File: config.mk
export PLATFORM = sky130hd
export DESIGN_NAME = fqr_top
export DESIGN_NICKNAME = d
export VERILOG_FILES = /design/src/rtl/fqr_pkg.sv /design/src/rtl/fqr_top.sv
export SDC_FILE = /design/constraint.sdc
export NUM_CORES = 1
export LEC_CHECK = 0
export BUFFER_PORTS_ARGS = -buffer_cell sky130_fd_sc_hd__clkbuf_2
export CAP_MARGIN = 20
export CORE_MARGIN = 2
export CORE_UTILIZATION = 34
export DETAILED_ROUTE_END_ITERATION = 10
export GPL_ROUTABILITY_DRIVEN = 0
export GPL_TIMING_DRIVEN = 0
export SLEW_MARGIN = 20
export SYNTH_ARGS = -nofsm -noshare
export SYNTH_HDL_FRONTEND = slang
export SYNTH_SLANG_ARGS = --single-unit
File: constraint.sdc
create_clock -name ref_clk_in -period 4 [get_ports ref_clk_in]
set_clock_uncertainty 0.15 [all_clocks]
set_input_delay 0.2 -clock ref_clk_in [delete_from_list [all_inputs] [get_ports ref_clk_in]]
set_output_delay 0.2 -clock ref_clk_in [all_outputs]
set_load 0.03 [all_outputs]
File: src/rtl/fqr_pkg.sv
// Constants and types for the quad read, wrap and reset command block.
package fqr_pkg;
  // ==========================================================
  // Opcodes
  localparam logic [7:0] OP_QPI_EXIT = 8'hFF;
  localparam logic [7:0] OP_QPI_ENTER = 8'h38;
  localparam logic [7:0] OP_WORD_RD = 8'hE7;
  localparam logic [7:0] OP_QIO_RD = 8'hEB;
  localparam logic [7:0] OP_FAST_RD = 8'h0B;
  localparam logic [7:0] OP_BURST_RD = 8'h0C;
  localparam logic [7:0] OP_SET_WRAP = 8'h77;
  localparam logic [7:0] OP_SET_PARAM = 8'hC0;
  localparam logic [7:0] OP_RST_ARM = 8'h66;
  localparam logic [7:0] OP_RST_GO = 8'h99;
  // ==========================================================
  // Phase lengths in serial clocks, and the continuous read mode key
  localparam logic [5:0] CMD_CLKS_SPI = 6'h08;
  localparam logic [5:0] CMD_CLKS_QPI = 6'h02;
  localparam logic [5:0] ADDR_CLKS = 6'h06;
  localparam logic [5:0] MODE_CLKS = 6'h02;
  localparam logic [5:0] WORD_DUMMY = 6'h02;
  localparam logic [5:0] DUMMY_SHORT = 6'h04;
  localparam logic [5:0] DUMMY_LONG = 6'h06;
  localparam logic [5:0] WRAP_CLKS_SPI = 6'h20;
  localparam logic [5:0] WRAP_CLKS_QPI = 6'h08;
  localparam logic [5:0] PARAM_CLKS = 6'h02;
  localparam logic [3:0] XIP_KEY = 4'hA;
  // ==========================================================
  // Setting byte fields
  localparam int WRAP_DIS_POS = 4;
  localparam int WRAP_LEN_POS = 5;
  localparam int DUMMY_SEL_POS = 4;
  localparam int BURST_LEN_POS = 0;
  // ==========================================================
  // Reset recovery time and FIFO size
  localparam int T_RST_US = 30;
  localparam int CLK_MHZ = 40;
  localparam logic [10:0] RST_CYCLES = 11'(T_RST_US * CLK_MHZ);
  localparam int FIFO_W = 8;
  localparam int FIFO_D = 8;
  // ==========================================================
  // Types
  typedef enum logic [2:0] {
    ST_IDLE = 3'h0, ST_CMD = 3'h1, ST_ADDR = 3'h3, ST_MODE = 3'h2,
    ST_DUMMY = 3'h6, ST_DATA = 3'h7, ST_SETUP = 3'h5, ST_SKIP = 3'h4
  } fqr_state_t;
  typedef struct packed {
    logic four_line_command_mode;
    logic execute_in_place;
    logic wrap_disable_bit;
    logic [1:0] wrap_length_field;
    logic dummy_count_select_bit;
  } fqr_cfg_t;
  localparam fqr_cfg_t CFG_RESET = '{1'b0, 1'b0, 1'b1, 2'h0, 1'b0};
endpackage

File: src/rtl/fqr_top.sv
// Serial flash command interpreter for quad reads, wrap setup and soft reset.
//
// Summary of operation
// - FFh in four-line mode returns to SPI
// - E7h accepted only with quad enable set
// - Word read uses two dummy clocks
// - Eight mode bits follow address, high nibble used
// - Mode nibble Ah skips the next opcode
// - Wrapped reads loop inside aligned section
// - 77h: 24 dummy bits then wrap byte
// - 77h accepted only with quad enable set
// - Wrap bit 4 disables, bits 6:5 length
// - Wrap setting governs later E7h and EBh reads
// - 0Ch is a wrapping four-line fast read
// - C0h only accepted in four-line mode
// - Parameter bit 4 picks 4 or 6 dummies
// - Parameter bits 1:0 pick burst length
// - Defaults are wrap off with 8 byte length, 4 dummies
// - Wrap length kept across mode switch
// - Reset needs 66h directly followed by 99h
// - Reset restores power-on volatile state
// - Instructions ignored for 30us after reset
// - 38h enters four-line mode with quad enable
// - Data leaves on falling clock, MSB first
`timescale 1ns/10ps
module fqr_fifo #(
  parameter int W = 8,
  parameter int D = 8
) (
  input wire logic clk_in,
  input wire logic rst_b_in,
  input wire logic flush_in,
  input wire logic in_valid_in,
  output logic in_ready_out,
  input wire logic [W-1:0] in_data_in,
  output logic out_valid_out,
  input wire logic out_ready_in,
  output logic [W-1:0] out_data_out
);
  localparam int AW = $clog2(D);
  logic [W-1:0] mem [D];
  logic [AW-1:0] wp_reg, wp_next, rp_reg, rp_next;
  logic [AW:0] cnt_reg, cnt_next;
  logic rdy_reg, rdy_next, push, pop;
  always_comb
  begin
    push = in_valid_in && rdy_reg;
    pop = out_ready_in && (cnt_reg != '0);
    wp_next = push ? wp_reg + 1'b1 : wp_reg;
    rp_next = pop ? rp_reg + 1'b1 : rp_reg;
    cnt_next = cnt_reg + {{AW{1'b0}}, push} - {{AW{1'b0}}, pop};
    if (flush_in)
    begin
      wp_next = '0;
      rp_next = '0;
      cnt_next = '0;
    end
    rdy_next = (cnt_next != (AW+1)'(D));
  end
  always_ff @(posedge clk_in or negedge rst_b_in)
  begin
    if (!rst_b_in)
    begin
      wp_reg <= '0;
      rp_reg <= '0;
      cnt_reg <= '0;
      rdy_reg <= 1'b1;
    end
    else
    begin
      wp_reg <= wp_next;
      rp_reg <= rp_next;
      cnt_reg <= cnt_next;
      rdy_reg <= rdy_next;
    end
  end
  always_ff @(posedge clk_in)
  begin
    if (push)
    begin
      mem[wp_reg] <= in_data_in;
    end
  end
  assign in_ready_out = rdy_reg;
  assign out_valid_out = (cnt_reg != '0);
  assign out_data_out = mem[rp_reg];
endmodule

module fqr_top (
  input wire logic ref_clk_in,
  input wire logic rst_b_in,
  input wire logic cs_b_in,
  input wire logic sclk_in,
  input wire logic [3:0] io_in,
  output logic [3:0] io_out,
  output logic [3:0] io_oe_out,
  input wire logic quad_lines_enable_bit_in,
  input wire logic [7:0] rd_data_in,
  input wire logic rd_valid_in,
  output logic rd_ready_out,
  output logic [23:0] fetch_addr_out,
  output logic fetch_en_out,
  output fqr_pkg::fqr_cfg_t cfg_out,
  output logic soft_reset_out,
  output logic reset_busy_out
);
  import fqr_pkg::*;
  // ==========================================================
  // Address step inside an aligned 8 to 64 byte section.
  function automatic logic [23:0] next_addr(input logic [23:0] a, input logic wrap, input logic [1:0] len);
    logic [23:0] mask;
    // The shift is done at full width so that the 64 byte section keeps its top bit.
    mask = (24'h000008 << len) - 24'h000001;
    if (wrap)
      return (a & ~mask) | ((a + 24'h000001) & mask);
    return a + 24'h000001;
  endfunction
  // ==========================================================
  // State
  fqr_state_t st_reg, st_next;
  fqr_cfg_t cfg_reg, cfg_next;
  logic [5:0] cnt_reg, cnt_next, cnt_inc, need;
  logic [31:0] sh_reg, sh_next;
  logic [7:0] op_reg, op_next, byte_in;
  logic [23:0] fa_reg, fa_next;
  logic [10:0] rstc_reg, rstc_next;
  logic [3:0] dout_reg, dout_next, lo_reg, lo_next, oe_reg, oe_next;
  logic sclk_q_reg, arm_reg, arm_next, srst_reg, srst_next, fen_reg, fen_next;
  logic nib_reg, nib_next, wrap_reg, wrap_next, quad, rise, fall, pop, push;
  logic f_valid, f_ready;
  logic busy_reg, busy_next;
  logic [7:0] f_data;
  assign rise = sclk_in && !sclk_q_reg;
  assign fall = !sclk_in && sclk_q_reg;
  assign push = rd_valid_in && fen_reg && f_ready;
  // Address, mode and read data run on four lines even in SPI mode.
  assign quad = cfg_reg.four_line_command_mode || st_reg == ST_ADDR || st_reg == ST_MODE;
  assign cnt_inc = cnt_reg + 6'h01;
  fqr_fifo #(.W(FIFO_W), .D(FIFO_D)) u_fifo (
    .clk_in(ref_clk_in),
    .rst_b_in(rst_b_in),
    .flush_in(cs_b_in),
    .in_valid_in(rd_valid_in && fen_reg),
    .in_ready_out(f_ready),
    .in_data_in(rd_data_in),
    .out_valid_out(f_valid),
    .out_ready_in(pop),
    .out_data_out(f_data)
  );
  // ==========================================================
  // Command decoding and phase sequencing
  always_comb
  begin
    st_next = st_reg;
    cfg_next = cfg_reg;
    cnt_next = cnt_reg;
    op_next = op_reg;
    fa_next = push ? next_addr(fa_reg, wrap_reg, cfg_reg.wrap_length_field) : fa_reg;
    arm_next = arm_reg;
    srst_next = 1'b0;
    rstc_next = (rstc_reg != 11'h000) ? rstc_reg - 11'h001 : rstc_reg;
    fen_next = fen_reg;
    wrap_next = wrap_reg;
    dout_next = dout_reg;
    lo_next = lo_reg;
    oe_next = oe_reg;
    nib_next = nib_reg;
    pop = 1'b0;
    sh_next = quad ? {sh_reg[27:0], io_in} : {sh_reg[30:0], io_in[0]};
    byte_in = sh_next[7:0];
    if (op_reg == OP_WORD_RD)
      need = WORD_DUMMY;
    else if (op_reg == OP_QIO_RD && !cfg_reg.four_line_command_mode)
      need = DUMMY_SHORT;
    else
      need = cfg_reg.dummy_count_select_bit ? DUMMY_LONG : DUMMY_SHORT;
    if (!rise)
      sh_next = sh_reg;
    if (cs_b_in)
    begin
      st_next = ST_IDLE;
      oe_next = 4'h0;
      fen_next = 1'b0;
    end
    else if (st_reg == ST_IDLE)
    begin
      cnt_next = 6'h00;
      nib_next = 1'b0;
      if (rstc_reg != 11'h000)
        st_next = ST_SKIP;
      else if (cfg_reg.execute_in_place)
        st_next = ST_ADDR;
      else
        st_next = ST_CMD;
    end
    else if (rise)
    begin
      cnt_next = cnt_inc;
      case (st_reg)
        ST_CMD:
        begin
          if (cnt_inc == (cfg_reg.four_line_command_mode ? CMD_CLKS_QPI : CMD_CLKS_SPI))
          begin
            cnt_next = 6'h00;
            op_next = byte_in;
            st_next = ST_SKIP;
            arm_next = (byte_in == OP_RST_ARM);
            if (byte_in == OP_RST_GO && arm_reg)
            begin
              srst_next = 1'b1;
              cfg_next = CFG_RESET;
              rstc_next = RST_CYCLES;
            end
            else if (byte_in == OP_QPI_EXIT && cfg_reg.four_line_command_mode)
              cfg_next.four_line_command_mode = 1'b0;
            else if (byte_in == OP_QPI_ENTER && quad_lines_enable_bit_in)
              cfg_next.four_line_command_mode = 1'b1;
            else if ((byte_in == OP_WORD_RD || byte_in == OP_QIO_RD) && quad_lines_enable_bit_in)
              st_next = ST_ADDR;
            else if ((byte_in == OP_FAST_RD || byte_in == OP_BURST_RD) && cfg_reg.four_line_command_mode)
              st_next = ST_ADDR;
            else if (byte_in == OP_SET_WRAP && quad_lines_enable_bit_in)
              st_next = ST_SETUP;
            else if (byte_in == OP_SET_PARAM && cfg_reg.four_line_command_mode)
              st_next = ST_SETUP;
          end
        end
        ST_ADDR:
        begin
          if (cnt_inc == ADDR_CLKS)
          begin
            cnt_next = 6'h00;
            fa_next = sh_next[23:0];
            fen_next = 1'b1;
            st_next = (op_reg == OP_FAST_RD || op_reg == OP_BURST_RD) ? ST_DUMMY : ST_MODE;
            wrap_next = (op_reg == OP_BURST_RD) || (op_reg != OP_FAST_RD && !cfg_reg.wrap_disable_bit);
          end
        end
        ST_MODE:
        begin
          if (cnt_inc == MODE_CLKS)
          begin
            cnt_next = 6'h00;
            st_next = ST_DUMMY;
            cfg_next.execute_in_place = (sh_next[7:4] == XIP_KEY);
          end
        end
        ST_DUMMY:
        begin
          if (cnt_inc == need)
            st_next = ST_DATA;
        end
        ST_SETUP:
        begin
          if (op_reg == OP_SET_WRAP)
          begin
            if (cnt_inc == (cfg_reg.four_line_command_mode ? WRAP_CLKS_QPI : WRAP_CLKS_SPI))
            begin
              st_next = ST_SKIP;
              cfg_next.wrap_disable_bit = byte_in[WRAP_DIS_POS];
              cfg_next.wrap_length_field = byte_in[WRAP_LEN_POS +: 2];
            end
          end
          else if (cnt_inc == PARAM_CLKS)
          begin
            st_next = ST_SKIP;
            cfg_next.dummy_count_select_bit = byte_in[DUMMY_SEL_POS];
            cfg_next.wrap_length_field = byte_in[BURST_LEN_POS +: 2];
          end
        end
        default:
        begin
          cnt_next = cnt_reg;
        end
      endcase
    end
    else if (fall && st_reg == ST_DATA)
    begin
      // The host must have let go of the lines before this edge.
      oe_next = 4'hF;
      nib_next = !nib_reg;
      if (!nib_reg)
      begin
        pop = f_valid;
        // An underrun sends ones rather than stalling the serial clock.
        dout_next = f_valid ? f_data[7:4] : 4'hF;
        lo_next = f_valid ? f_data[3:0] : 4'hF;
      end
      else
        dout_next = lo_reg;
    end
    busy_next = (rstc_next != 11'h000);
  end
  always_ff @(posedge ref_clk_in or negedge rst_b_in)
  begin
    if (!rst_b_in)
    begin
      st_reg <= ST_IDLE;
      cfg_reg <= CFG_RESET;
      cnt_reg <= 6'h00;
      sh_reg <= 32'h00000000;
      op_reg <= 8'h00;
      fa_reg <= 24'h000000;
      arm_reg <= 1'b0;
      srst_reg <= 1'b0;
      rstc_reg <= 11'h000;
      busy_reg <= 1'b0;
      fen_reg <= 1'b0;
      wrap_reg <= 1'b0;
      dout_reg <= 4'h0;
      lo_reg <= 4'h0;
      oe_reg <= 4'h0;
      nib_reg <= 1'b0;
      sclk_q_reg <= 1'b0;
    end
    else
    begin
      st_reg <= st_next;
      cfg_reg <= cfg_next;
      cnt_reg <= cnt_next;
      sh_reg <= sh_next;
      op_reg <= op_next;
      fa_reg <= fa_next;
      arm_reg <= arm_next;
      srst_reg <= srst_next;
      rstc_reg <= rstc_next;
      busy_reg <= busy_next;
      fen_reg <= fen_next;
      wrap_reg <= wrap_next;
      dout_reg <= dout_next;
      lo_reg <= lo_next;
      oe_reg <= oe_next;
      nib_reg <= nib_next;
      sclk_q_reg <= sclk_in;
    end
  end
  assign io_out = dout_reg;
  assign io_oe_out = oe_reg;
  assign rd_ready_out = f_ready;
  assign fetch_addr_out = fa_reg;
  assign fetch_en_out = fen_reg;
  assign cfg_out = cfg_reg;
  assign soft_reset_out = srst_reg;
  assign reset_busy_out = busy_reg;
endmodule

# == Yosys cells after proc, flatten, opt, wreduce, memory -nomap -nowiden ==
# Memories as Yosys holds them, arrays and structs flattened.
# Index checks and enable logic that the tools add are counted.
# word_totals
regBits,112
ramBits,64
input_bits,18
word_cells,245
mem_count,1
# memory_table
memory,words,width,rd,rd_ports_with_merged_regs,wr,line,rtl
u_fifo.mem,8,8,1,0,1,fqr_top.sv:41,logic [W-1:0] mem [D];
# op_classes
add_sub_neg,8
eq_ne,47
shift,1
muxes,96
n_bitwise,8
reduce_logical,59
# op_table
op,n
$mux 24,10
$mux 11,7
$mux 3,24
$eq 8x8->1 const B,7
$and 24x24->24,2
$mux 4,9
$mux 6,6
$eq 8x4->1 const B,4
$reduce_and 8->1,4
$mux 1,30
$add 24x1->24 const B,1
$eq 8x7->1 const B,3
$not 24->24,1
$or 24x24->24,1
$pmux 6 s4,1
$shl 4x2->24 const A,1
$sub 24x1->24 const B,1
$reduce_bool 11->1,2
$reduce_bool 2->1,10
$ne 2x2->1 const B,8
$logic_and 1x1->1,15
$pmux 3 s5,1
$reduce_and 5->1,3
$eq 6x6->1,2
other kinds (36),66

# == Logic depth before layout (Yosys ltp) ==
# Gate-level depths: netlist of run 1.
# logic_depth
depth_word,18
mapped_depth,13

# == Modules after synthesis ==
# Synthesis of run 1 repeated with hierarchy kept, for this count alone.
# hier_totals
hier_cells,867
area_unflattened_um2,9047.4
# by_module_without_submodules
module,n_inst,cells_per_inst,area_per_inst_um2,seq_area_each_um2
fqr_top,1,701,5903.2,2453.6
fqr_fifo,1,166,3144.3,2198.4

# == Worst setup path before layout of run 1 ==
# Ideal clock, no wire load.
# synth_timing
kind,register to register
from,register st_reg[0]
to,"register u_fifo.rdy_reg, in the netlist u_fifo.in_ready_out"
t_arrival_ns,2.726
t_required_ns,3.770
path_slack_ns,1.044
stages_incl_launch_ff,11
synth_period_minus_slack_ns,2.956
path_cell_list,dfrtp_1 > inv_2 > or4_1 > nor3_2 > ha_1 > inv_1 > ha_1 > fa_1 > nor2b_1 > nor3_1 > nand2_1
# synth_via
elab_chain_cells,10
word_cells_on_any_way,11
# synth_lines
element,line,rtl
from (decl),fqr_top.sv:120,"fqr_state_t st_reg, st_next;"
from (signal assigned),fqr_top.sv:318,st_reg <= st_next;
$eq 3x3->1,fqr_top.sv:277,else if (fall && st_reg == ST_DATA)
$logic_and 1x1->1,fqr_top.sv:277,
$mux 1,fqr_top.sv:277,
$mux 1,fqr_top.sv:196,else if (rise)
$mux 1 *,fqr_top.sv:185,else if (st_reg == ST_IDLE)
$mux 1 *,fqr_top.sv:179,if (cs_b_in)
$logic_and 1x1->1 *,fqr_top.sv:48,pop = out_ready_in && (cnt_reg != '0);
$sub 4x1->4 *,fqr_top.sv:51,"cnt_next = cnt_reg + {{AW{1'b0}}, push} - {{AW{1'b0}}, pop};"
$mux 4 *,fqr_top.sv:52,if (flush_in)
named net u_fifo.cnt_next[1],fqr_top.sv:43,"logic [AW:0] cnt_reg, cnt_next;"
$ne 4x4->1 *,fqr_top.sv:58,rdy_next = (cnt_next != (AW+1)'(D));
named net u_fifo.rdy_next,fqr_top.sv:44,"logic rdy_reg, rdy_next, push, pop;"
to (signal assigned),fqr_top.sv:74,rdy_reg <= rdy_next;
to (decl),fqr_top.sv:44,
# Mark *: on every way through the listed nets, which the timed path passes. The rest lies on a longest branch.
# A chain may end at the register's enable or synchronous reset.

# == Worst setup path after layout of run 1 ==
# layout_timing
from,register cnt_reg[0]
to,"register fa_reg[5], in the netlist fetch_addr_out[5]"
# layout_via
elab_chain_cells,7
# layout_lines
element,line,rtl
from (decl),fqr_top.sv:122,"logic [5:0] cnt_reg, cnt_next, cnt_inc, need;"
from (signal assigned),fqr_top.sv:320,cnt_reg <= cnt_next;
$add 6x1->6,fqr_top.sv:138,assign cnt_inc = cnt_reg + 6'h01;
$eq 6x3->1,fqr_top.sv:230,if (cnt_inc == ADDR_CLKS)
$mux 24,fqr_top.sv:230,
$mux 24,fqr_top.sv:199,case (st_reg)
$mux 24,fqr_top.sv:196,
$mux 24,fqr_top.sv:185,
$mux 24,fqr_top.sv:179,
named net fa_next[5],fqr_top.sv:125,"logic [23:0] fa_reg, fa_next;"
to (signal assigned),fqr_top.sv:323,fa_reg <= fa_next;
to (decl),fqr_top.sv:125,
# The timed path passes the listed nets, and every way through them passes these cells.

==> results of run 1 <==
-- worst max-delay path: cells and delay by family, from the launching register on --
family	cells	cell delay, ps
and+or+nand+nor	3	840
adders and majority gates	1	240
muxes	1	350
DFF	1	500
buffers and inverters	3	720
AOI/OAI and AO/OA	2	500
-- layout make-up --
type                    instances  area [sq um]  area share (%)
plain buffers                  48         210.2           2.036
clock buffers                  17         425.4           4.120
clock inverters                15         227.7           2.205
inverters                      32         120.1           1.163
multi-input cells             589          3834           37.13
flip-flops and latches        173          4652           45.05
well taps                     330         412.9           3.999
repair buffers                 72         444.2           4.301
-- through the flow --
step | instance area (sq um) | worst slack [ps] | std cells | utilization [%]
after detailed placement | 9573 | 415.1 | 1234 | 37.91
after global placement | 9498 | 405.5 | 1231 | 37.61
after floorplan | 8790 | 1044 | 842 | -
final | 10330 | 586.4 | 1276 | 40.89
after CTS | 10330 | 516.7 | 1276 | 40.89
after global routing | 10330 | 287.4 | 1276 | 40.89
-- how the worst min path moves through the flow --
stage / startpoint / to / slack, ps / cells after the start
after detailed placement: rst_b_in / fetch_addr_out[23] / -50 / 1
after CTS: io_in[3] / op_reg[3] / 40 / 3
final: rst_b_in / fetch_addr_out[19] / 60 / 2
after floorplan: rst_b_in / arm_reg / -250 / 0
after global routing: rst_b_in / fetch_addr_out[19] / 70 / 2
after global placement: sclk_in / sclk_q_reg / 200 / 1
-- Yosys cell counts (15+ instances only) --
master,instances
nand3_1,22
dfrtp_1,107
inv_1,28
nand2_1,114
edfxtp_1,64
and3_1,15
xnor2_1,25
nor3_1,19
nor2_1,83
a31oi_1,24
a21oi_1,28
xor2_1,16
o21ai_1,16
mux4_2,16
clkbuf_1,31
o21ai_0,37
-- logic make-up (layout without fill, tap and decap cells) --
group                      Yosys count  count (layout)  share of synthesized area (%)
AOI/OAI and AO/OA                  167             167                          12.10
and+or+nand+nor                    331             331                          18.48
DFF                                173             173                          52.93
buffers and inverters               80             184                          3.758
xor gates and xnor gates            42              42                          4.270
muxes                               36              36                          6.534
adders and majority gates           13              13                          1.936
-- per-layer routing --
metal  share of wire (%)  vias up  routed length, um
met2                  46      152               9881
met4                 1.1        0                226
met3                 3.8       13                802
met5                   0        -                  0
li1                    -     3232                  -
met1                  49     3328              10440
-- cell usage in the layout (no fill, tap or decap), drive strengths merged, types with 10 or more instances in the layout --
master	count
nand2	115
dfrtp	107
clkbuf	107
nor2	83
edfxtp	64
o21ai	54
inv	42
a21oi	28
xnor2	26
a31oi	24
nand3	23
nor3	20
buf	20
xor2	16
mux4	16
and3	15
mux2i	12
ha	12
a21o	11
nor4	11
dlygate4sd3	10
-- power breakdown --
| part | internal, mW | switching, mW | leakage (nW) |
|---|---|---|---|
| Combinational | 0.189 | 0.362 | 1.80 |
| Clock | 0.891 | 0.884 | 0.314 |
| Sequential | 1.92 | 0.0930 | 1.96 |
| Total | 3.00 | 1.34 | 4.08 |
==> results.yml, run 1 <==
outcome:
  run_status: "finished, final reports clean"
min_path:
  worstHoldPathType: "in -> async"
drt:
  routed_via_density: 5.270
  drtPass1Iterations: 5
  totalWireLength_um: 21350
  drc: 0
  detail_route.iter0.violations: 563
  dr_total_vias: 6725
  antenna_left: 0
  avgRoutedWirePerCell_um: 16.73
critical_path:
  path_class: "reg -> reg"
  r2r-end: "fetch_addr_out[5]"
  arrival_ps: 3580
  path_cells: "ha_1 -> buf_2 -> a211o_1 -> a21oi_1 -> nor2_1 -> nor4_2 -> and3_1 -> clkbuf_1 -> buf_2 -> mux2_1"
  crit_path_max_fanout: 10
  critical_path.most_common_cell: "buf_2"
  cp_slowest_cell: "dfrtp_1"
  worstPathRequired_ps: 4170
  startpoint: "cnt_reg[0]"
  cp-start-kind: "flip-flop"
  crit-reg2reg-launch: "cnt_reg[0]"
  crit_path_end: "fetch_addr_out[5]"
  slowest_delay_ps: 500
  crit_path_end_kind: "flip-flop"
  r2r_slack_ps: 590
  reg2regPathDepth: 10
timing:
  rsz0062_at_grt: "false"
  fin_tns_setup_ps: 0
  fmax_mhz: 292.9
  slew_violations: 0
  tightest_slew_ps: 926.3
  whs_ps: 59.84
  max-slew-margin-rel_pct: 38.02
  setup_viol_count_final: 0
  hold_violations: 0
  period_needed_ps: 3414
  post-route-period-util_pct: 85.34
floorplanning:
  die_area_sq_um: 27150
  initial_core_util_pct: 34.80
  core.rowCount: 58
  die_x_um: 164.8
  core-area_sq_um: 25250
  die_y_um: 164.8
  pin_count: 60
cts:
  ctsResizeCount: 0
  post-cts-setup-buffers: 0
  clock_tree.buffer_depth: 2
  clock-sinks: 173
  hold_buffers: 10
  h-tree-depth: 4
  cts_tree: "yes"
  root_buffer: "clkbuf_16"
  cts_buffers: 17
  clk_pin_slew_ps: 80
  clk_latency_ps: 430
global_route:
  grt-ovfl-total: 0
  grt_use_met1_pct: 23.90
  grt_util_met2_pct: 25.07
  antenna_found_initial: 0
  grt_max_degree: 89
  use_met3_pct: 3.290
  grt_first_pass_wirelength_um: 34660
  top_usage_layer: "met2"
  grt_pass1_vias: 6355
  grt_usage_pct: 16.41
cells_and_area:
  largest_reg_flops: 64
  finish.net_count: 964
  area_delta_synth_final_pct: 17.48
  fillers: 2477
  diodes: 0
  final_layout_size_suffix_gt1_share_pct: 16.07
synthesis:
  netlist.area_leader.share_pct: 30.46
  yosys_warnings: 0
  syn_area_sq_um: 8790
  ys_async_sr_fraction_pct: 63.01
  synth_area_leaders: "dfrtp_1 30%, edfxtp_1 22%, nand2_1 4.9%"
  ys_seq_area_share_pct: 52.93
  synth.distinct_cells: 78
  synth-edff-count: 64
  synthFlopType: "dfrtp_1"
  synthesis.nets: 873
  synth-seq-cells: 173
  synth.largest_area_cell: "dfrtp_1"
  syn_inst: 842
  avgSynthCellArea_sq_um: 10.44
place:
  dpl.hpwl_um: 15170
  port_buffers: 59
power:
  total_power_mw: 4.339
  p_leak_nw: 4.082
  powerDensity_nw_per_um2: 420.2
  irDropWorstVdd_mv: 0.2909
job:
  drv_cap: 0
Note: power is estimated with default switching activity, not from simulation.
==> inputs of run 2 (changes only) <==
- BUFFER_PORTS_ARGS: -buffer_cell sky130_fd_sc_hd__clkbuf_2 -> default
- DONT_BUFFER_PORTS: default -> 1
==> results.yml, run 2 (synthesis gave the netlist of run 1 again) <==
cts:
  ctsResizeCount: 0
  root_buffer: "clkbuf_16"
  clk_latency_ps: 450
  post-cts-setup-buffers: 0
  hold_buffers: 14
  clk_pin_slew_ps: 80
  clock-sinks: 173
  cts_buffers: 17
  clock_tree.buffer_depth: 2
  h-tree-depth: 4
  cts_tree: "yes"
critical_path:
  worstPathRequired_ps: 4180
  cp_slowest_cell: "dfrtp_1"
  slowest_delay_ps: 500
  critical_path.most_common_cell: "buf_2"
  crit_path_max_fanout: 10
  cp-start-kind: "flip-flop"
  crit_path_end_kind: "flip-flop"
  path_class: "reg -> reg"
  arrival_ps: 3640
  path_cells: "ha_1 -> buf_2 -> a211o_1 -> a21oi_1 -> nor2_1 -> nor4_2 -> and3_1 -> clkbuf_1 -> buf_2 -> mux2_1"
power:
  p_sw_share_pct: 31.22
  clockPowerShare_pct: 41.4
  p_comb_share_pct: 11.5
  total_power_mw: 4.345
  p_seq_share_pct: 47.1
  irDropWorstVdd_mv: 0.2780
  p_int_mw: 2.988
  p_switching_mw: 1.356
  powerDensity_nw_per_um2: 431.8
  p_leak_nw: 3.834
cells_and_area:
  finalCoreUtilization_pct: 39.84
  fillers: 2443
  layout_commonest_cell: "nand2_1"
  largest_reg_flops: 64
  finish.net_count: 909
  diodes: 0
  fin_cells: 1221
  regArea_sq_um: 4652
  multi_input_area_sq_um: 3834
  area_delta_synth_final_pct: 14.48
  layout_common_cells: "114 x nand2_1, 107 x dfrtp_1, 83 x nor2_1, 64 x edfxtp_1, 37 x o21ai_0"
  final_layout_size_suffix_gt1_share_pct: 10.55
floorplanning:
  die_y_um: 164.8
  initial_core_util_pct: 34.80
  die_x_um: 164.8
  pin_count: 60
  core-area_sq_um: 25250
  die_area_sq_um: 27150
  core.rowCount: 58
timing:
  max-slew-margin-rel_pct: 37.09
  fin_tns_setup_ps: 0
  post-route-period-util_pct: 86.65
  tightest_slew_ps: 936.4
  hold_violations: 0
  rsz0062_at_grt: "false"
  setup_viol_count_final: 0
  period_needed_ps: 3466
  slew_violations: 0
  fmax_mhz: 288.5
outcome:
  run_status: "finished, final reports clean"
global_route:
  grt-ovfl-total: 0
  grt_max_degree: 110
  antenna_found_initial: 0
  grt_usage_pct: 16.41
  grt_first_pass_wirelength_um: 34510
  grt_pass1_vias: 6280
place:
  port_buffers: 0
  dpl.hpwl_um: 14820
  dpl.cell_count: 1175
drt:
  drtPass1Iterations: 5
  antenna_left: 0
  detail_route.iter0.violations: 568
  avgRoutedWirePerCell_um: 17.36
  totalWireLength_um: 21200
  dr_total_vias: 6491
  routed_via_density: 5.316
  drc: 0
min_path:
  worstHoldPathType: "in -> reg"
job:
  drv_cap: 0
-- run 2: power by group through the flow --
stage / clock network (mW) / logic [mW] / registers, mW
CTS: 1.83 / 0.492 / 2.04
global route: 1.90 / 0.566 / 2.06
global placement: 0 / 0.444 / 2.08
floorplan: 0 / 0.343 / 2.05
finish: 1.80 / 0.501 / 2.05
detailed placement: 0 / 0.443 / 2.08
-- run 2: stage by stage --
stage / setup WS, ps / cell area (sq um) / hold slack [ps]
2_1_floorplan: 1044 / 8790 / -245.6
3_3_place_gp: 534.2 / 9203 / -232.4
3_5_place_dp: 547.9 / 9251 / -231.8
4_1_cts: 520.4 / 10060 / 15.92
5_1_grt: 292.7 / 10060 / 39.69
6_report: 534.0 / 10060 / 29.50
-- run 2: final timing paths --
check,start,to,slack [ps],cells past startpoint
setup / recovery,cnt_reg[0],fetch_addr_out[5],530,10
hold / removal,sclk_in,lo_reg[3],30,4
setup reg to reg,cnt_reg[0],fetch_addr_out[5],530,10
hold reg to reg,arm_reg,arm_reg,380,2
max in group asynchronous,rst_b_in,cnt_reg[1],3030,2
min in group asynchronous,rst_b_in,sh_reg[19],220,2
-- run 2: layer usage --
metal	routed length [um]	track usage, %
met1	10210	23.28
met2	9485	25.05
met4	305	4.901
met3	1191	3.842
met5	0	0
-- run 2: area by class of cell --
type / instances / share of cell area, %
inverter: 32 / 1.194
multi-input combinational: 589 / 38.10
buffer: 48 / 2.089
tap: 330 / 4.103
sequential: 173 / 46.23
clock inverter: 15 / 2.263
timing repair buffer: 17 / 1.791
clock buffer: 17 / 4.228
-- run 2: critical path: cells and delay by family (launching register included) --
| kind | cells | cell delay [ps] |
|---|---|---|
| DFF | 1 | 500 |
| adders and majority gates | 1 | 250 |
| and+or+nand+nor | 3 | 910 |
| buffers and inverters | 3 | 660 |
| muxes | 1 | 350 |
| AOI/OAI and AO/OA | 2 | 520 |
